===== src/mco_pkg.sv =====
// Shared constants and types for the media converter pin and strap control block
package mco_pkg;
   // Register indices; byte address is four times the index
   localparam logic [7:0] MCO_IDX_LBCTL    = 8'h0B;
   localparam logic [7:0] MCO_IDX_PORT18   = 8'h12;
   localparam logic [7:0] MCO_IDX_PORT28   = 8'h1C;
   localparam logic [7:0] MCO_IDX_MIIM0    = 8'h20;
   localparam logic [7:0] MCO_IDX_IRQ_STAT = 8'h30;
   localparam logic [7:0] MCO_IDX_IRQ_MASK = 8'h31;
   localparam logic [7:0] MCO_IDX_STATE    = 8'h32;
   localparam logic [7:0] MCO_IDX_OAM_LO   = 8'h40;
   localparam logic [7:0] MCO_IDX_OAM_HI   = 8'h5F;
   localparam int         MCO_OAM_WORDS    = 32;
   localparam int         MCO_OAM_AW       = 5;
   localparam int         MCO_ADDR_W       = 12;
   // Field positions
   localparam int MCO_LB_LSB    = 2;
   localparam int MCO_P28_AN    = 7;
   localparam int MCO_P28_SPD   = 6;
   localparam int MCO_P28_DPX   = 5;
   localparam int MCO_P18_FFC   = 4;
   localparam int MCO_MII_AN    = 12;
   localparam int MCO_MII_SPD   = 13;
   localparam int MCO_MII_DPX   = 8;
   // Interrupt status bit positions
   localparam int MCO_IRQ_PDD   = 0;
   localparam int MCO_IRQ_DIAG  = 1;
   localparam int MCO_IRQ_SENT  = 2;
   localparam int MCO_IRQ_FAULT = 3;
   localparam int MCO_IRQ_W     = 4;
   // Loop-back turn-around points
   localparam logic [1:0] MCO_LB_MAC2 = 2'b00;
   localparam logic [1:0] MCO_LB_PHY1 = 2'b01;
   localparam logic [1:0] MCO_LB_UTP2 = 2'b10;
   // Reset values
   localparam logic [1:0]        MCO_LB_RST   = 2'b00;
   localparam logic [MCO_IRQ_W-1:0] MCO_IRQ_RST = 4'h0;

   typedef enum logic [1:0] {
      MCO_MODE_SWITCH,
      MCO_MODE_CENTER,
      MCO_MODE_TERM_P3OFF,
      MCO_MODE_TERM_P3ON
   } mco_mode_type;

   typedef struct packed {
      logic mode_select_high;
      logic mode_select_low;
      logic loopback_error_filter_strap;
      logic loopback_location_strap;
      logic missing_link_enable;
      logic media_select_strap;
      logic port1_autoneg_strap;
      logic port1_speed_strap;
      logic port1_duplex_strap;
      logic port1_forced_flow_strap;
   } mco_strap_type;

   typedef struct packed {
      logic autoneg;
      logic speed_100;
      logic full_duplex;
      logic forced_flow;
   } mco_port_cfg_type;

   // Status bits carried by an indication frame
   typedef struct packed {
      logic power_s0;
      logic diag_s3;
   } mco_ind_type;
endpackage


===== src/mco_pin_ctrl.sv =====
// Pin, strap and register control for the fiber media converter function
// Notes on behaviour
// - Thirty-two converter registers sit at indices 0x40 to 0x5F.
// - Two mode straps choose center or terminal operation, default low.
// - Straps 00 switch, 01 center, 10 terminal no port 3, 11 terminal.
// - In terminal mode power-down detect is low active.
// - Falling power-down detect sends indication with power bit one.
// - Fault output low on far fault, partner down or loop-back.
// - Filter strap high drops OAM and errored frames in loop-back.
// - Filter strap low drops only OAM frames in loop-back.
// - Location strap high loops at port 1 PHY, low at port 2 MAC.
// - Loop-back location also lives in register 0x0B bits 3:2.
// - Missing-link strap enables the missing-link feature; the code honours it in the two terminal modes only.
// - Diagnostic change sends indication with S3 equal to new level.
// - PHY register 0 bits 12, 13, 8 control autoneg, speed, duplex.
// - Port register 28 bits 7, 6, 5 control the same settings.
// - Forced flow control from strap or port register 18 bit 4.
//
// Implementation choices: the register offsets and the APB slave port.
`timescale 1ns/1ns
module mco_pin_ctrl (
   // Clock and reset
   input  wire logic                          ref_clk,
   input  wire logic                          reset_n,
   // APB slave
   input  wire logic                          psel,
   input  wire logic                          penable,
   input  wire logic                          pwrite,
   input  wire logic [mco_pkg::MCO_ADDR_W-1:0] paddr,
   input  wire logic [31:0]                   pwdata,
   output logic      [31:0]                   prdata,
   output logic                               pready,
   output logic                               pslverr,
   // Strap pins
   input  wire mco_pkg::mco_strap_type        straps,
   // Live pins
   input  wire logic                          power_down_detect_n,
   input  wire logic                          diagnostic_fail_in,
   input  wire logic                          fiber_signal_detect,
   // Link state from the PHY and OAM logic
   input  wire logic                          far_end_fault,
   input  wire logic                          partner_link_down,
   input  wire logic                          loopback_active,
   // Fault indicator pin
   output logic                               port1_fault_indicator_n,
   // Decoded configuration
   output mco_pkg::mco_mode_type              conv_mode,
   output logic                               port3_enable,
   output logic                               lb_drop_errored,
   output logic [1:0]                         lb_path,
   output logic                               missing_link_on,
   output mco_pkg::mco_port_cfg_type          port1_cfg,
   output logic                               fiber_mode_ok,
   // Indication frame request to the OAM frame engine
   output logic                               ind_valid,
   input  wire logic                          ind_ready,
   output mco_pkg::mco_ind_type               ind_status,
   // Interrupt
   output logic                               irq
);
   import mco_pkg::*;

   // Set wins over clear
   function automatic logic [MCO_IRQ_W-1:0] set_clr(input logic [MCO_IRQ_W-1:0] cur,
                                                    input logic [MCO_IRQ_W-1:0] set,
                                                    input logic [MCO_IRQ_W-1:0] clr);
      set_clr = set | (cur & ~clr);
   endfunction

   // Strap decode to mode
   function automatic mco_mode_type mode_of(input logic hi, input logic lo);
      case ({hi, lo})
         2'b00:   mode_of = MCO_MODE_SWITCH;
         2'b01:   mode_of = MCO_MODE_CENTER;
         2'b10:   mode_of = MCO_MODE_TERM_P3OFF;
         default: mode_of = MCO_MODE_TERM_P3ON;
      endcase
   endfunction

   // Latched straps and register state
   mco_strap_type         strap_r;
   logic                  strap_done_r;
   logic [1:0]            lb_sel_r;
   logic [1:0]            lb_sel_nxt;
   mco_port_cfg_type      cfg_r;
   mco_port_cfg_type      cfg_nxt;
   logic [MCO_IRQ_W-1:0]  irq_stat_r;
   logic [MCO_IRQ_W-1:0]  irq_stat_nxt;
   logic [MCO_IRQ_W-1:0]  irq_mask_r;
   logic                  pdd_prev_r;
   logic                  diag_prev_r;
   logic                  pend_r;
   logic                  pend_nxt;
   mco_ind_type           ind_r;
   logic                  fault_n_r;
   logic                  rd_done_r;
   logic [31:0]           prdata_r;
   logic [7:0]            mem_rdata;

   // Address decode
   // Upper and lowest address bits must be zero, else the access is refused
   wire logic [7:0] idx        = paddr[9:2];
   wire logic       addr_hi_ok = (paddr[11:10] == 2'b00) && (paddr[1:0] == 2'b00);
   wire logic       hit_oam    = (idx >= MCO_IDX_OAM_LO) && (idx <= MCO_IDX_OAM_HI);
   wire logic       hit_lb     = (idx == MCO_IDX_LBCTL);
   wire logic       hit_p18    = (idx == MCO_IDX_PORT18);
   wire logic       hit_p28    = (idx == MCO_IDX_PORT28);
   wire logic       hit_mii    = (idx == MCO_IDX_MIIM0);
   wire logic       hit_ist    = (idx == MCO_IDX_IRQ_STAT);
   wire logic       hit_imk    = (idx == MCO_IDX_IRQ_MASK);
   wire logic       hit_st     = (idx == MCO_IDX_STATE);
   wire logic       hit_any    = hit_oam | hit_lb | hit_p18 | hit_p28 | hit_mii |
                                 hit_ist | hit_imk | hit_st;
   wire logic       addr_bad   = !(addr_hi_ok && hit_any);

   // Bus strobes
   wire logic       acc        = psel & penable;
   wire logic       wr_ok      = acc & pwrite & ~addr_bad;
   wire logic       rd_first   = acc & ~pwrite & ~rd_done_r;

   // Writes take zero wait states, reads one
   // Refused accesses still complete, flagged by pslverr
   assign pready  = penable & (pwrite | rd_done_r);
   assign pslverr = acc & pready & addr_bad;
   assign prdata  = prdata_r;

   // Mode decode from the held straps
   // An open board comes up as a plain switch
   wire mco_mode_type mode_w   = mode_of(strap_r.mode_select_high,
                                         strap_r.mode_select_low);
   wire logic         terminal = (mode_w == MCO_MODE_TERM_P3OFF) ||
                                 (mode_w == MCO_MODE_TERM_P3ON);

   assign conv_mode       = mode_w;
   assign port3_enable    = (mode_w != MCO_MODE_TERM_P3OFF);
   assign lb_drop_errored = strap_r.loopback_error_filter_strap;
   assign lb_path         = lb_sel_r;
   assign missing_link_on = terminal & strap_r.missing_link_enable;
   assign port1_cfg       = cfg_r;
   // Fiber operation needs detect high and media strap low
   assign fiber_mode_ok   = fiber_signal_detect & ~strap_r.media_select_strap;

   // Pin events in terminal mode only, fault event in every mode
   // Armed only after strap capture, so reset cannot fake an edge
   wire logic ev_armed = strap_done_r & terminal;
   wire logic ev_pdd   = ev_armed & pdd_prev_r & ~power_down_detect_n;
   wire logic ev_diag  = ev_armed & (diag_prev_r != diagnostic_fail_in);
   wire logic ev_any   = ev_pdd | ev_diag;
   wire logic ind_take = pend_r & ind_ready;
   wire logic fault_w  = far_end_fault | partner_link_down | loopback_active;
   wire logic ev_fault = fault_w & fault_n_r;

   assign ind_valid  = pend_r;
   assign ind_status = ind_r;
   assign port1_fault_indicator_n = fault_n_r;
   assign irq        = |(irq_stat_r & irq_mask_r);

   // Indication request: a new event keeps it pending
   always_comb begin
      pend_nxt = ev_any | (pend_r & ~ind_take);
   end

   // Interrupt status, write one to clear
   // A clear in the cycle of a new event loses, so no event is lost
   wire logic [MCO_IRQ_W-1:0] irq_set = {ev_fault, ind_take, ev_diag, ev_pdd};
   wire logic [MCO_IRQ_W-1:0] irq_clr = (wr_ok && hit_ist) ?
                                        pwdata[MCO_IRQ_W-1:0] : MCO_IRQ_RST;
   always_comb begin
      irq_stat_nxt = set_clr(irq_stat_r, irq_set, irq_clr);
   end

   // Loop-back location: strap at capture, software after
   always_comb begin
      lb_sel_nxt = lb_sel_r;
      if (!strap_done_r) begin
         lb_sel_nxt = straps.loopback_location_strap ? MCO_LB_PHY1 : MCO_LB_MAC2;
      end else if (wr_ok && hit_lb) begin
         lb_sel_nxt = pwdata[MCO_LB_LSB +: 2];
      end
   end

   // Port 1 settings share one store seen through three views
   always_comb begin
      cfg_nxt = cfg_r;
      if (!strap_done_r) begin
         cfg_nxt.autoneg     = straps.port1_autoneg_strap;
         cfg_nxt.speed_100   = straps.port1_speed_strap;
         cfg_nxt.full_duplex = straps.port1_duplex_strap;
         cfg_nxt.forced_flow = straps.port1_forced_flow_strap;
      end else if (wr_ok && hit_mii) begin
         cfg_nxt.autoneg     = pwdata[MCO_MII_AN];
         cfg_nxt.speed_100   = pwdata[MCO_MII_SPD];
         cfg_nxt.full_duplex = pwdata[MCO_MII_DPX];
      end else if (wr_ok && hit_p28) begin
         cfg_nxt.autoneg     = pwdata[MCO_P28_AN];
         cfg_nxt.speed_100   = pwdata[MCO_P28_SPD];
         cfg_nxt.full_duplex = pwdata[MCO_P28_DPX];
      end else if (wr_ok && hit_p18) begin
         cfg_nxt.forced_flow = pwdata[MCO_P18_FFC];
      end
   end

   // Read data selection
   logic [31:0] rd_mux;
   always_comb begin
      rd_mux = 32'h0000_0000;
      if (hit_oam) begin
         rd_mux[7:0] = mem_rdata;
      end else if (hit_lb) begin
         rd_mux[MCO_LB_LSB +: 2] = lb_sel_r;
      end else if (hit_p18) begin
         rd_mux[MCO_P18_FFC] = cfg_r.forced_flow;
      end else if (hit_p28) begin
         rd_mux[MCO_P28_AN]  = cfg_r.autoneg;
         rd_mux[MCO_P28_SPD] = cfg_r.speed_100;
         rd_mux[MCO_P28_DPX] = cfg_r.full_duplex;
      end else if (hit_mii) begin
         rd_mux[MCO_MII_AN]  = cfg_r.autoneg;
         rd_mux[MCO_MII_SPD] = cfg_r.speed_100;
         rd_mux[MCO_MII_DPX] = cfg_r.full_duplex;
      end else if (hit_ist) begin
         rd_mux[MCO_IRQ_W-1:0] = irq_stat_r;
      end else if (hit_imk) begin
         rd_mux[MCO_IRQ_W-1:0] = irq_mask_r;
      end else if (hit_st) begin
         rd_mux[7:0] = {mode_w, strap_done_r, fault_n_r, power_down_detect_n,
                        diagnostic_fail_in, pend_r, missing_link_on};
      end
   end

   // Straps captured on the first edge after reset release
   // Later strap changes are ignored until the next reset
   always_ff @(posedge ref_clk or negedge reset_n) begin
      if (!reset_n) begin
         strap_r      <= '0;
         strap_done_r <= 1'b0;
      end else if (!strap_done_r) begin
         strap_r      <= straps;
         strap_done_r <= 1'b1;
      end
   end

   // Loop-back path register
   always_ff @(posedge ref_clk or negedge reset_n) begin
      if (!reset_n) begin
         lb_sel_r <= MCO_LB_RST;
      end else begin
         lb_sel_r <= lb_sel_nxt;
      end
   end

   // Port 1 settings, one store behind all views
   always_ff @(posedge ref_clk or negedge reset_n) begin
      if (!reset_n) begin
         cfg_r <= '0;
      end else begin
         cfg_r <= cfg_nxt;
      end
   end

   // Sticky interrupt status
   always_ff @(posedge ref_clk or negedge reset_n) begin
      if (!reset_n) begin
         irq_stat_r <= MCO_IRQ_RST;
      end else begin
         irq_stat_r <= irq_stat_nxt;
      end
   end

   // Interrupt mask, software only
   always_ff @(posedge ref_clk or negedge reset_n) begin
      if (!reset_n) begin
         irq_mask_r <= MCO_IRQ_RST;
      end else if (wr_ok && hit_imk) begin
         irq_mask_r <= pwdata[MCO_IRQ_W-1:0];
      end
   end

   // Pin history, reset to the idle pin levels
   always_ff @(posedge ref_clk or negedge reset_n) begin
      if (!reset_n) begin
         pdd_prev_r  <= 1'b1;
         diag_prev_r <= 1'b0;
      end else begin
         pdd_prev_r  <= power_down_detect_n;
         diag_prev_r <= diagnostic_fail_in;
      end
   end

   // Indication request and its status, latest event wins
   always_ff @(posedge ref_clk or negedge reset_n) begin
      if (!reset_n) begin
         pend_r <= 1'b0;
         ind_r  <= '0;
      end else begin
         pend_r <= pend_nxt;
         if (ev_any) begin
            ind_r.power_s0 <= ~power_down_detect_n;
            ind_r.diag_s3  <= diagnostic_fail_in;
         end
      end
   end

   // Fault indicator, low while any fault holds
   // Registered so the pin never glitches between sources
   always_ff @(posedge ref_clk or negedge reset_n) begin
      if (!reset_n) begin
         fault_n_r <= 1'b1;
      end else begin
         fault_n_r <= ~fault_w;
      end
   end

   // Read wait state, one cycle for the storage read
   always_ff @(posedge ref_clk or negedge reset_n) begin
      if (!reset_n) begin
         rd_done_r <= 1'b0;
      end else begin
         rd_done_r <= rd_first;
      end
   end

   // Read data register, held until the next read
   always_ff @(posedge ref_clk or negedge reset_n) begin
      if (!reset_n) begin
         prdata_r <= 32'h0000_0000;
      end else if (rd_first) begin
         prdata_r <= addr_bad ? 32'h0000_0000 : rd_mux;
      end
   end

   // Converter register storage
   // Read address follows paddr, data ready in the first access cycle
   mco_regmem i_mco_regmem (
      .ref_clk (ref_clk),
      .reset_n (reset_n),
      .wr_en   (wr_ok & hit_oam),
      .wr_addr (paddr[MCO_OAM_AW+1:2]),
      .wr_data (pwdata[7:0]),
      .rd_addr (paddr[MCO_OAM_AW+1:2]),
      .rd_data (mem_rdata)
   );
endmodule


===== src/mco_regmem.sv =====
// Register storage for the converter register range, registered read data
`timescale 1ns/1ns
module mco_regmem (
   // Clock and reset
   input  wire logic                          ref_clk,
   input  wire logic                          reset_n,
   // Write port
   input  wire logic                          wr_en,
   input  wire logic [mco_pkg::MCO_OAM_AW-1:0] wr_addr,
   input  wire logic [7:0]                    wr_data,
   // Read port
   input  wire logic [mco_pkg::MCO_OAM_AW-1:0] rd_addr,
   output logic      [7:0]                    rd_data
);
   import mco_pkg::*;

   logic [7:0] mem [MCO_OAM_WORDS];

   // Write storage
   always_ff @(posedge ref_clk) begin
      if (wr_en) begin
         mem[wr_addr] <= wr_data;
      end
   end

   // Read one cycle after the address
   always_ff @(posedge ref_clk or negedge reset_n) begin
      if (!reset_n) begin
         rd_data <= 8'h00;
      end else begin
         rd_data <= mem[rd_addr];
      end
   end
endmodule

===== config.mk =====
export PLATFORM = sky130hd
export DESIGN_NAME = mco_pin_ctrl
export DESIGN_NICKNAME = d
export VERILOG_FILES = /design/src/mco_pkg.sv /design/src/mco_pin_ctrl.sv /design/src/mco_regmem.sv
export SDC_FILE = /design/constraint.sdc
export NUM_CORES = 1
export LEC_CHECK = 0
export BUFFER_PORTS_ARGS = -buffer_cell sky130_fd_sc_hd__buf_2
export CORE_AREA = 2 2 156 158
export DETAILED_ROUTE_END_ITERATION = 16
export DIE_AREA = 0 0 158 160
export PLACE_DENSITY = 0.77
export SYNTH_ARGS = -nofsm -noshare
export SYNTH_HDL_FRONTEND = slang
export SYNTH_SLANG_ARGS = --single-unit

===== constraint.sdc =====
create_clock -name ref_clk -period 3.67 [get_ports ref_clk]
set_input_delay 1.101 -clock ref_clk [delete_from_list [all_inputs] [get_ports ref_clk]]
set_output_delay 1.101 -clock ref_clk [all_outputs]
set_load 0.02 [all_outputs]

# ---- After elaboration in Yosys (flattened, before gate mapping)
# Memories as Yosys holds them, arrays and structs flattened. A register that Yosys moved wholly into a read port is not among the register bits.
# Cells that the tools add are included.
# W data, S select, Z words.
dict set report word_totals {
  register_bits 59
  ramBits 256
  inputBits 66
  output_inout_bits 51
  wordCells 143
  memories 1
}
dict set report classes {
  n_lt_le_gt_ge 2
  n_eq_ne 18
  n_mux 44
  bitwise 40
  reduce_logical 17
}
# memory words word_bits rd rd_clocked_by_memory_dff write_ports line
set mem_list {}
lappend mem_list {i_mco_regmem.mem 32 8 1 1 1 mco_regmem.sv:17} ;# logic [7:0] mem [MCO_OAM_WORDS];
# operator n
set ops {}
lappend ops {{$mux W8} 10}
lappend ops {{$eq A8 B6 Y1 const B} 4}
lappend ops {{$mux W4} 8}
lappend ops {{$and A1 B1 Y1} 18}
lappend ops {{$mux W2} 9}
lappend ops {{$eq A8 B5 Y1 const B} 2}
lappend ops {{$mux W14} 1}
lappend ops {{$or A1 B1 Y1} 12}
lappend ops {{$mux W1} 10}
lappend ops {{$mux W5} 2}
lappend ops {{$logic_and A1 B1 Y1} 9}
lappend ops {{$mux W3} 3}
lappend ops {{$and A4 B4 Y4} 2}
lappend ops {{$eq A8 B4 Y1 const B} 1}
lappend ops {{$ge A8 B7 Y1 const B} 1}
lappend ops {{$le A8 B7 Y1 const B} 1}
lappend ops {{$eq A2 B2 Y1 const B} 3}
lappend ops {{$logic_not A2 Y1} 3}
lappend ops {{$ne A2 B2 Y1 const B} 3}
lappend ops {{$not A1 Y1} 6}
lappend ops {{$pmux W2 S3} 1}
lappend ops {{$ne A2 B1 Y1 const B} 2}
lappend ops {{$not A4 Y4} 1}
lappend ops {{$or A4 B4 Y4} 1}
lappend ops {{7 further kinds} 8}

# ---- Longest topological paths before layout
# Gate-level depths: netlist of run 1.
dict set report logic_depth {
  word_depth 21
  depth_mapped 8
  mapped_depth_nobuf 5
}

# ---- Cells and area by module
# A second synthesis of run 1 with hierarchy kept.
dict set report hier_totals {
  cells_unflattened 637
  hier_area_um2 12383.1
}
# module n_inst cells_each area_per_inst_um2 seq_area_each_um2
set by_module_without_submodules {}
lappend by_module_without_submodules {mco_regmem 1 417 10093.4 7887.6}
lappend by_module_without_submodules {mco_pin_ctrl 1 220 2289.7 953.4}

# ---- Worst setup path before layout of run 1
# Ideal clock, no wire load.
dict set report synth_path {
  kind {in2out}
  from {input port paddr[4] (netlist bit)}
  to {output port pslverr}
  arrival_ps 2563
  t_required_ps 2569
  slack_ps 6
  cell_stages 6
  n_path_buf 2
  cell_sequence {buf_2 or3b_1 buf_2 or4_4 a41oi_2 nor3_1}
}
dict set report synth_between {
  elab_chain_cells 12
  elab_cells_between_ends 20
  classes_between {order compare: 2; eq/ne: 7; bitwise: 8; reduce/logical: 3}
}
# element line
set synth_rtl {}
lappend synth_rtl {{from (decl)} mco_pin_ctrl.sv:29} ;# input wire logic [mco_pkg::MCO_ADDR_W-1:0] paddr,
lappend synth_rtl {{$ge A8 B7 Y1 or $le A8 B7 Y1 (tied branches)} mco_pin_ctrl.sv:104} ;# wire logic hit_oam = (idx >= MCO_IDX_OAM_LO) && (idx <= MCO_IDX_OAM_HI);
lappend synth_rtl {{$logic_and A1 B1 Y1} mco_pin_ctrl.sv:104}
lappend synth_rtl {{$or A1 B1 Y1 (5 in a row)} mco_pin_ctrl.sv:112} ;# wire logic hit_any = hit_oam | hit_lb | hit_p18 | hit_p28 | hit_mii |
lappend synth_rtl {{$or A1 B1 Y1} mco_pin_ctrl.sv:113} ;# hit_ist | hit_imk | hit_st;
lappend synth_rtl {{$or A1 B1 Y1 *} mco_pin_ctrl.sv:113}
lappend synth_rtl {{$logic_and A1 B1 Y1 *} mco_pin_ctrl.sv:114} ;# wire logic addr_bad = !(addr_hi_ok && hit_any);
lappend synth_rtl {{$logic_not A1 Y1 *} mco_pin_ctrl.sv:114}
lappend synth_rtl {{$and A1 B1 Y1 *} mco_pin_ctrl.sv:124} ;# assign pslverr = acc & pready & addr_bad;
lappend synth_rtl {{to (decl)} mco_pin_ctrl.sv:33} ;# output logic pslverr,
# Mark *: on every way between the ends. The rest lies on a longest branch, timed or not.

# ---- Worst setup path after layout of run 1
dict set report layout_path {
  from {input port paddr[5] (netlist bit)}
  to {output port pslverr}
}
# The elaborated chain is that of the path after synthesis.

==> flow_summary.json, run 1 <==
{
  "outcome": "complete, no violations",
  "dr_total_vias": 6639,
  "htreeDepth": 1,
  "tightest_slew_ns": 1.00,
  "layout_common_cells": "256 x edfxtp_1, 70 x buf_2, 64 x mux4_2",
  "cp_slowest_cell": "or4_4",
  "fmax_mhz": 275,
  "hold_viol": 0,
  "yosysTopAreaCell": "edfxtp_1",
  "cts_buffer_depth": 3,
  "io_pins": 117,
  "yosys_warnings": 0,
  "track_usage_pct": 20.8,
  "synth_edf_count": 256,
  "synthArstFlopShare_pct": 15.2,
  "cpMostUsedCell": "buf_6",
  "wl_met2_um": 12800,
  "routed.top_layer": "met4",
  "io_buffers": 74,
  "area_delta_synth_final_pct": 17.0,
  "gp_congestion": 0.876,
  "initial_core_util_pct": 51.5,
  "ys.flop_type": "edfxtp_1",
  "wl_per_cell_um": 22.6,
  "grt_pass1_wl_um": 39500,
  "critPathKind": "primary input to output port",
  "clock-sinks": 302,
  "grt_max_degree": 68,
  "drive_gt1_share_pct": 34.8,
  "die_h_um": 160,
  "drt-initial-drc-count": 763,
  "dr_wl_met3_um": 2110,
  "drv_cap": 0,
  "grt_pass1_vias": 6896,
  "clk_pin_slew_ns": 0.06,
  "p_total_w": 0.00740,
  "period_share_pct": 98.9,
  "drt_wl_total_um": 25800,
  "synth_seq_cells": 302,
  "finalCriticalPeriod_ns": 3.63,
  "fp-row-count": 57,
  "vdd_drop_max_mv": 0.302,
  "firstDrtPassIters": 6,
  "antenna_found_initial": 0,
  "numCtsBuffers": 30,
  "worst_ep_arrival_time_ns": 2.53,
  "coreArea_um2": 23800,
  "yosys.area.top_type_share_pct": 62.7,
  "synth_seq_area_share_pct": 72.1,
  "drc": 0,
  "required_ns": 2.57,
  "crit_buf_inv": 3,
  "post-route-util_pct": 60.2,
  "path_max_fanout": 3,
  "rsz0062_at_grt": "true",
  "critPathCaptureType": "output port",
  "final_common_cell": "edfxtp_1",
  "cts_tree": "built",
  "nets": 862,
  "cp_cell_sequence": "buf_6 -> buf_6 -> or3b_4 -> or4_4 -> a41oi_4 -> nor3_2 -> buf_4",
  "cp_slowest_stage_delay_ns": 0.44,
  "power.density_nw_per_um2": 516,
  "drv_slew": 0,
  "syn-cell-area_um2": 12300,
  "cp-start-kind": "primary input",
  "max_slew_margin_pct": 33.1,
  "fp.dieArea_um2": 25300,
  "wl_met1_um": 10400,
  "clock_skew_ns": 0.0272,
  "dpl.hpwl_um": 15800,
  "hold_path_class": "flop to flop",
  "syn_avg_cell_area_um2": 18.2,
  "die_w_um": 158,
  "critPathTopFamily": "simple AND/OR/NAND/NOR gates",
  "cts_root_buf": "clkbuf_16",
  "syn_inst": 673,
  "ant_nets": 0,
  "routed_via_density": 5.80,
  "insertion_delay_ns": 0.56,
  "setup_viol": 0,
  "synth_area_leaders": "edfxtp_1 63%, mux4_2 12%, dfrtp_1 9.0%, mux2_2 2.4%, mux2i_1 1.9%",
  "antenna_cells": 0,
  "power.leakage_nw": 5.05,
  "netlist-cell-type-count": 53,
  "overflow": 0
}
==> worst register-to-register path, stage by stage (launching register included) <==
cell and delay [ns]:
edfxtp_1 0.37, mux4_2 0.52, mux2i_1 0.21, o21ai_0 0.16, a21oi_1 0.29, nor2_1 0.08
==> final timing paths <==
path	startpoint	endpoint	slack (ns)	cells after the start
max in group asynchronous	reset_n	i_mco_regmem.rd_data[2]$_DFF_PN0_	2.31	1
max	paddr[5]	pslverr	0.04	7
max reg2reg	i_mco_regmem.mem[23][3]$_DFFE_PP_	i_mco_regmem.rd_data[3]$_DFF_PN0_	1.89	5
min	ind_status[1]$_DFFE_PN0P_	ind_status[1]$_DFFE_PN0P_	0.48	2
min in group asynchronous	reset_n	prdata[6]$_DFFE_PN0P_	0.73	1
min reg2reg	ind_status[1]$_DFFE_PN0P_	ind_status[1]$_DFFE_PN0P_	0.48	2
==> sequential cells by signal (all words and copies together) (netlist names) <==
name                     count
ind_status                   2
lb_drop_errored              1
irq_stat_r                   4
port1_cfg                    4
rd_done_r                    1
port1_fault_indicator_n      1
i_mco_regmem.rd_data         8
irq_mask_r                   4
strap_r                      4
strap_done_r                 1
prdata                      11
ind_valid                    1
pdd_prev_r                   1
lb_path                      2
i_mco_regmem.mem           256
diag_prev_r                  1
==> synthesized netlist by cell type, types with 2 or more instances <==
master / count
a22o_1: 4
nand3_1: 3
buf_4: 21
buf_1: 5
mux4_2: 64
a32o_1: 3
buf_2: 14
o21a_1: 8
nor2b_1: 5
dfstp_2: 2
or3_1: 2
clkbuf_1: 19
or4_1: 2
dfrtp_1: 44
or3b_1: 2
nand2b_1: 3
nor3b_1: 2
or2_2: 2
inv_1: 6
a222oi_1: 6
nand2_1: 27
nor3_1: 6
a21oi_1: 12
mux2_2: 26
o21ai_0: 15
a221oi_1: 8
nor4_1: 3
conb_1: 2
a22oi_1: 2
edfxtp_1: 256
and2_1: 4
nor2_1: 47
mux2i_1: 23
o21ai_1: 6
==> area by class of cell <==
cell class | instances | area, um^2
Fill cell | 1701 | 9480
Multi-Input combinational cell | 326 | 3190
Timing Repair Buffer | 130 | 833
Clock buffer | 39 | 826
Sequential cell | 302 | 8840
Tap cell | 324 | 405
Inverter | 6 | 22.5
Clock inverter | 17 | 224
==> layer usage <==
layer	up-vias	GRT usage, %
li1	2876	-
met1	3353	29.1
met2	367	34.0
met3	43	3.58
met4	0	6.18
met5	-	0
==> timing repair <==
| action | 4_1_cts | 5_1_grt |
|---|---|---|
| hold buffers | 0 | 0 |
| setup buffers | 1 | 0 |
| setup endpoints to repair | 1 | 1 |
| gates resized for setup | 6 | 5 |
| pin swaps | 3 | 0 |
==> logic make-up (layout without fill, tap and decap cells) <==
| logic type | after synthesis | in the layout | synth area share [%] |
|---|---|---|---|
| other | 2 | 22 | 0.0612 |
| xor gates and xnor gates | 1 | 1 | 0.0714 |
| and+or+nand+nor | 120 | 120 | 4.94 |
| DFF | 302 | 302 | 72.1 |
| AOI/OAI and AO/OA | 70 | 70 | 4.03 |
| buffers and inverters | 65 | 192 | 2.78 |
| muxes | 113 | 113 | 16.0 |
==> report_power, final <==
part	internal [W]	leakage, nW	switching [W]
Sequential	0.00376	2.86	0.0000264
Clock	0.00194	0.505	0.00125
Combinational	0.000167	1.68	0.000267
==> metrics by stage <==
step / cell area [um^2] / instances / setup WS [ns] / hold slack, ns / TNS, ns
2_1_floorplan: 12300 / 693 / 0.00550 / 0.471 / 0
3_3_place_gp: 13200 / 1087 / -0.0225 / 0.457 / -0.0225
3_5_place_dp: 13200 / 1087 / -0.0245 / 0.477 / -0.0245
4_1_cts: 14300 / 1144 / 0.0352 / 0.491 / 0
5_1_grt: 14300 / 1144 / -0.0223 / 0.513 / -0.0223
6_report: 14300 / 1144 / 0.0397 / 0.479 / 0
Power figures use the tool's default switching activity.
==> inputs of run 2 (changes only) <==
--- a/config.mk
+++ b/config.mk
@@ -9,7 +9,8 @@
 export CORE_AREA = 2 2 156 158
 export DETAILED_ROUTE_END_ITERATION = 16
 export DIE_AREA = 0 0 158 160
-export PLACE_DENSITY = 0.77
+export PLACE_DENSITY = 0.74
+export SLEW_MARGIN = 20
 export SYNTH_ARGS = -nofsm -noshare
 export SYNTH_HDL_FRONTEND = slang
 export SYNTH_SLANG_ARGS = --single-unit
==> flow_summary.json, run 2 (same netlist as run 1, synthesis figures left out) <==
{
  "outcome": "complete, no violations",
  "seq_area_um2": 8840,
  "dpl.hpwl_um": 15700,
  "critPathKind": "primary input to output port",
  "cp_slowest_stage_delay_ns": 0.50,
  "firstDrtPassIters": 5,
  "cts_buffer_depth": 3,
  "crit_buf_inv": 2,
  "track_usage_pct": 20.2,
  "timing.rr.end": "i_mco_regmem.rd_data[4]$_DFF_PN0_",
  "max_slew_margin_pct": 52.7,
  "cp-start-kind": "primary input",
  "drv_slew": 0,
  "grt_pass1_wl_um": 38600,
  "crit_end": "pslverr",
  "p_total_w": 0.00730,
  "drive_gt1_share_pct": 34.6,
  "period_share_pct": 99.1,
  "required_ns": 2.57,
  "setup_ws_ns": 0.0348,
  "critPathTopFamily": "simple AND/OR/NAND/NOR gates",
  "clock_skew_ns": 0.0194,
  "largest_register_ffs": 256,
  "hold_path_class": "flop to flop",
  "setup_viol": 0,
  "final_common_cell": "edfxtp_1",
  "fp.dieArea_um2": 25300,
  "io_buffers": 74,
  "initial_core_util_pct": 51.5,
  "antenna_cells": 0,
  "routed_via_density": 5.75,
  "vdd_drop_max_mv": 0.350,
  "insertion_delay_ns": 0.55,
  "cts_root_buf": "clkbuf_16",
  "drt-initial-drc-count": 739,
  "multi_input_area_um2": 3170,
  "place_inst": 1082,
  "htreeDepth": 1,
  "largest_register": "i_mco_regmem.mem",
  "rsz0062_at_grt": "true",
  "die_w_um": 158,
  "grt_max_degree": 66,
  "fmax_mhz": 275,
  "fin_tns_setup_ns": 0,
  "post-place-ws_ns": -0.0433,
  "r2r_slack_ns": 2.01,
  "worst-path-stages": 6,
  "dr_total_vias": 6546,
  "critPathLaunch": "paddr[5]",
  "overflow": 0,
  "fin_cells": 1138,
  "nets": 857,
  "area_delta_synth_final_pct": 16.2,
  "drt_wl_total_um": 25100,
  "fp-row-count": 57,
  "critPathCaptureType": "output port",
  "ant_nets": 0,
  "cp_cell_sequence": "buf_6 -> or3b_4 -> or4_4 -> a41oi_2 -> nor3_1 -> buf_2",
  "fill_cells": 1699,
  "antenna_found_initial": 0,
  "clk_pin_slew_ns": 0.06,
  "power.leakage_nw": 5.02,
  "cts_tree": "built",
  "numCtsBuffers": 30,
  "die_h_um": 160,
  "power.density_nw_per_um2": 513,
  "wl_per_cell_um": 22.1,
  "post-route-util_pct": 59.8,
  "ff2ff_path_depth": 4,
  "layout_common_cells": "256 x edfxtp_1, 68 x buf_2, 64 x mux4_2",
  "hold_viol": 0,
  "path_max_fanout": 2,
  "clock-sinks": 302,
  "cp_slowest_cell": "or4_4",
  "drv_cap": 0,
  "grt_pass1_vias": 6751,
  "worst_ep_arrival_time_ns": 2.53,
  "coreArea_um2": 23800,
  "gp_congestion": 0.847,
  "tightest_slew_ns": 0.709,
  "r2r-start": "i_mco_regmem.mem[27][4]$_DFFE_PP_",
  "finalCriticalPeriod_ns": 3.64,
  "drc": 0,
  "io_pins": 117
}
run 2: layout make-up:
| type | instances | area share, % |
|---|---|---|
| multi-input cells | 326 | 22.3 |
| clock buffers | 40 | 6.11 |
| repair buffers | 125 | 5.53 |
| flip-flops and latches | 302 | 62.0 |
| well taps | 324 | 2.85 |
| inverters | 6 | 0.158 |
| clock inverters | 15 | 1.05 |
run 2: metrics by stage:
| stage | hold slack [ns] | instance area [um^2] |
|---|---|---|
| after detailed placement | 0.474 | 13200 |
| final | 0.484 | 14200 |
| after global routing | 0.514 | 14200 |
| after CTS | 0.487 | 14200 |
| after floorplan | 0.471 | 12300 |
| after global placement | 0.458 | 13200 |
run 2: report_power, final:
group          internal [W]  switching [W]
Combinational      0.000166       0.000264
Sequential          0.00376      0.0000250
Clock               0.00187        0.00123
run 2: repair_timing:
item                                    4_1_cts  5_1_grt
pin swaps                                     1        2
cloned                                        0        0
resized for setup                             1        7
endpoints found under the hold margin         0        0
endpoints found under the setup margin        1        1
setup buffers                                 1        0
hold buffers                                  0        0
run 2: how the worst min path moves through the flow:
stage,start,endpoint,slack (ns),depth (start not counted)
finish,prdata[5]$_DFFE_PN0P_,prdata[5]$_DFFE_PN0P_,0.48,2
global route,prdata[5]$_DFFE_PN0P_,prdata[5]$_DFFE_PN0P_,0.51,2
CTS,prdata[5]$_DFFE_PN0P_,prdata[5]$_DFFE_PN0P_,0.49,2
detailed placement,prdata[5]$_DFFE_PN0P_,prdata[5]$_DFFE_PN0P_,0.47,2
global placement,ind_status[1]$_DFFE_PN0P_,ind_status[1]$_DFFE_PN0P_,0.46,2
floorplan,strap_r[5]$_DFFE_PN0N_,strap_r[5]$_DFFE_PN0N_,0.47,1
run 2: metal layers:
layer  part of all wire [%]  vias up  global-route usage [%]
met5                      0        -                       0
met4                    2.5        0                    6.59
met3                    7.1       41                    3.15
met2                     50      309                    33.2
met1                     41     3324                    28.0
li1                       -     2872                       -
run 2: worst register-to-register path: cells and delay by family (launching register included):
family | cells | cell delay, ns
flip-flops | 1 | 0.37
AO/OA/AOI/OAI | 1 | 0.30
multiplexers | 2 | 0.76
AND/OR/NAND/NOR | 1 | 0.12
==> inputs of run 3 (changes only) <==
==> constraint.sdc (replaced) <==
create_clock -name ref_clk -period 3.67 [get_ports ref_clk]
set_input_delay 0.734 -clock ref_clk [delete_from_list [all_inputs] [get_ports ref_clk]]
set_output_delay 0.734 -clock ref_clk [all_outputs]
set_load 0.02 [all_outputs]
==> flow_summary.json, run 3 (same netlist as run 1, synthesis figures left out) <==
{
  "outcome": "complete, no violations",
  "drive_gt1_share_pct": 31.6,
  "fp-row-count": 57,
  "wl_per_cell_um": 21.7,
  "critPathTopFamily": "simple AND/OR/NAND/NOR gates",
  "hold_buffers": 0,
  "fill_cells": 1723,
  "drv_slew": 0,
  "setup_viol": 0,
  "p_switching_w": 0.00147,
  "fin_tns_setup_ns": 0,
  "hold_viol": 0,
  "antenna_cells": 0,
  "firstDrtPassIters": 5,
  "overflow": 0,
  "die_h_um": 160,
  "cp_cell_sequence": "buf_2 -> or3b_1 -> or4_4 -> a41oi_2 -> nor3_1 -> buf_2",
  "rsz0062_at_grt": "false",
  "clock-sinks": 302,
  "wl_met1_um": 10100,
  "cts_setup_buffers": 0,
  "clk_pin_slew_ns": 0.06,
  "path_max_fanout": 11,
  "power.leakage_nw": 4.87,
  "numCtsBuffers": 29,
  "grt_pass1_vias": 6679,
  "hold_path_class": "primary input to asynchronous set/reset pin",
  "stdcell_area_um2": 14000,
  "nets": 844,
  "fp.dieArea_um2": 25300,
  "area_delta_synth_final_pct": 14.1,
  "p_int_w": 0.00549,
  "fmax_mhz": 309,
  "r2r-start": "i_mco_regmem.mem[31][2]$_DFFE_PP_",
  "largest_register_ffs": 256,
  "grt_max_degree": 55,
  "coreArea_um2": 23800,
  "worst-path-stages": 6,
  "required_ns": 2.94,
  "ant_nets": 0,
  "cts_root_buf": "clkbuf_16",
  "critPathCaptureType": "output port",
  "seqPwrFrac_pct": 54.3,
  "power_frac_comb_pct": 6.0,
  "gp_congestion": 0.826,
  "initial_core_util_pct": 51.5,
  "drt_wl_total_um": 24400,
  "critPathKind": "primary input to output port",
  "drc": 0,
  "htreeDepth": 1,
  "dr_wl_met3_um": 1740,
  "ff2ff_path_depth": 4,
  "drv_cap": 0,
  "cp_slowest_stage_delay_ns": 0.58,
  "multi_input_area_um2": 3160,
  "period_share_pct": 88.2,
  "cpMostUsedCell": "buf_2",
  "finalCriticalPeriod_ns": 3.24,
  "max_slew_margin_pct": 54.0,
  "seq_area_um2": 8840,
  "timing.rr.end": "i_mco_regmem.rd_data[2]$_DFF_PN0_",
  "dr_total_vias": 6462,
  "track_usage_pct": 19.6,
  "cts_buffer_depth": 3,
  "post_cts_resized": 0,
  "routed_via_density": 5.75,
  "cp-start-kind": "primary input",
  "cts_tree": "built",
  "final_common_cell": "edfxtp_1",
  "wl_met2_um": 12000,
  "clock_skew_ns": 0.0140,
  "io_pins": 117,
  "insertion_delay_ns": 0.55,
  "p_sw_share_pct": 21.1,
  "p_clk_share_pct": 39.7,
  "power.density_nw_per_um2": 498,
  "die_w_um": 158,
  "layout_common_cells": "256 x edfxtp_1, 71 x buf_2, 64 x mux4_2",
  "vdd_drop_max_mv": 0.401,
  "placed_area_um2": 13100,
  "dpl.hpwl_um": 15400,
  "routed.top_layer": "met4",
  "worst_ep_arrival_time_ns": 2.50,
  "cp_slowest_cell": "or4_4",
  "io_buffers": 74,
  "largest_register": "i_mco_regmem.mem",
  "crit_buf_inv": 2,
  "r2r_slack_ns": 2.01,
  "grt_pass1_wl_um": 37700,
  "antenna_found_initial": 0,
  "tightest_slew_ns": 0.690,
  "drt-initial-drc-count": 770
}
## run 3: changes by cell type in the layout (fill, tap and decap cells not counted), moves of 3 or more
cell	delta
clkbuf_16	-3
buf_2	+3
clkbuf_8	-4
clkinv_1	+9
clkinv_2	-6
buf_4	-13
## run 3: power by group through the flow
stage | logic [W] | clock network, W | registers (W)
floorplan | 0.000257 | 0 | 0.00386
global placement | 0.000405 | 0 | 0.00385
detailed placement | 0.000419 | 0 | 0.00385
CTS | 0.000421 | 0.00283 | 0.00378
global route | 0.000453 | 0.00297 | 0.00378
finish | 0.000418 | 0.00276 | 0.00378
## run 3: worst max-delay path by stage
stage	start	to	slack [ns]
2_1_floorplan	paddr[11]	i_mco_regmem.mem[15][0]$_DFFE_PP_	0.46
3_3_place_gp	paddr[4]	pslverr	0.48
3_5_place_dp	paddr[11]	i_mco_regmem.mem[13][2]$_DFFE_PP_	0.44
4_1_cts	paddr[4]	pslverr	0.46
5_1_grt	paddr[4]	pslverr	0.37
6_report	paddr[4]	pslverr	0.43
## run 3: area by class of cell
| cell class | count | share of cell area [%] |
|---|---|---|
| clock inverters | 18 | 0.948 |
| multi-input cells | 326 | 22.6 |
| inverters | 6 | 0.161 |
| well taps | 324 | 2.90 |
| flip-flops and latches | 302 | 63.2 |
| repair buffers | 113 | 4.88 |
| clock buffers | 35 | 5.35 |
## run 3: per-layer routing
layer,vias to the layer above,GRT usage [%]
li1,2849,-
met1,3276,27.6
met2,302,31.7
met3,35,3.04
met4,0,6.22
met5,-,0
## run 3: metrics by stage
stage	instances	hold WS (ns)	worst slack, ns	util, %	total power [W]
global placement	1071	0.457	0.480	55.0	0.00425
floorplan	693	0.438	0.463	-	0.00412
global route	1124	0.224	0.365	58.7	0.00721
finish	1124	0.189	0.432	58.7	0.00696
CTS	1124	0.307	0.463	58.7	0.00703
detailed placement	1071	0.482	0.438	55.0	0.00427
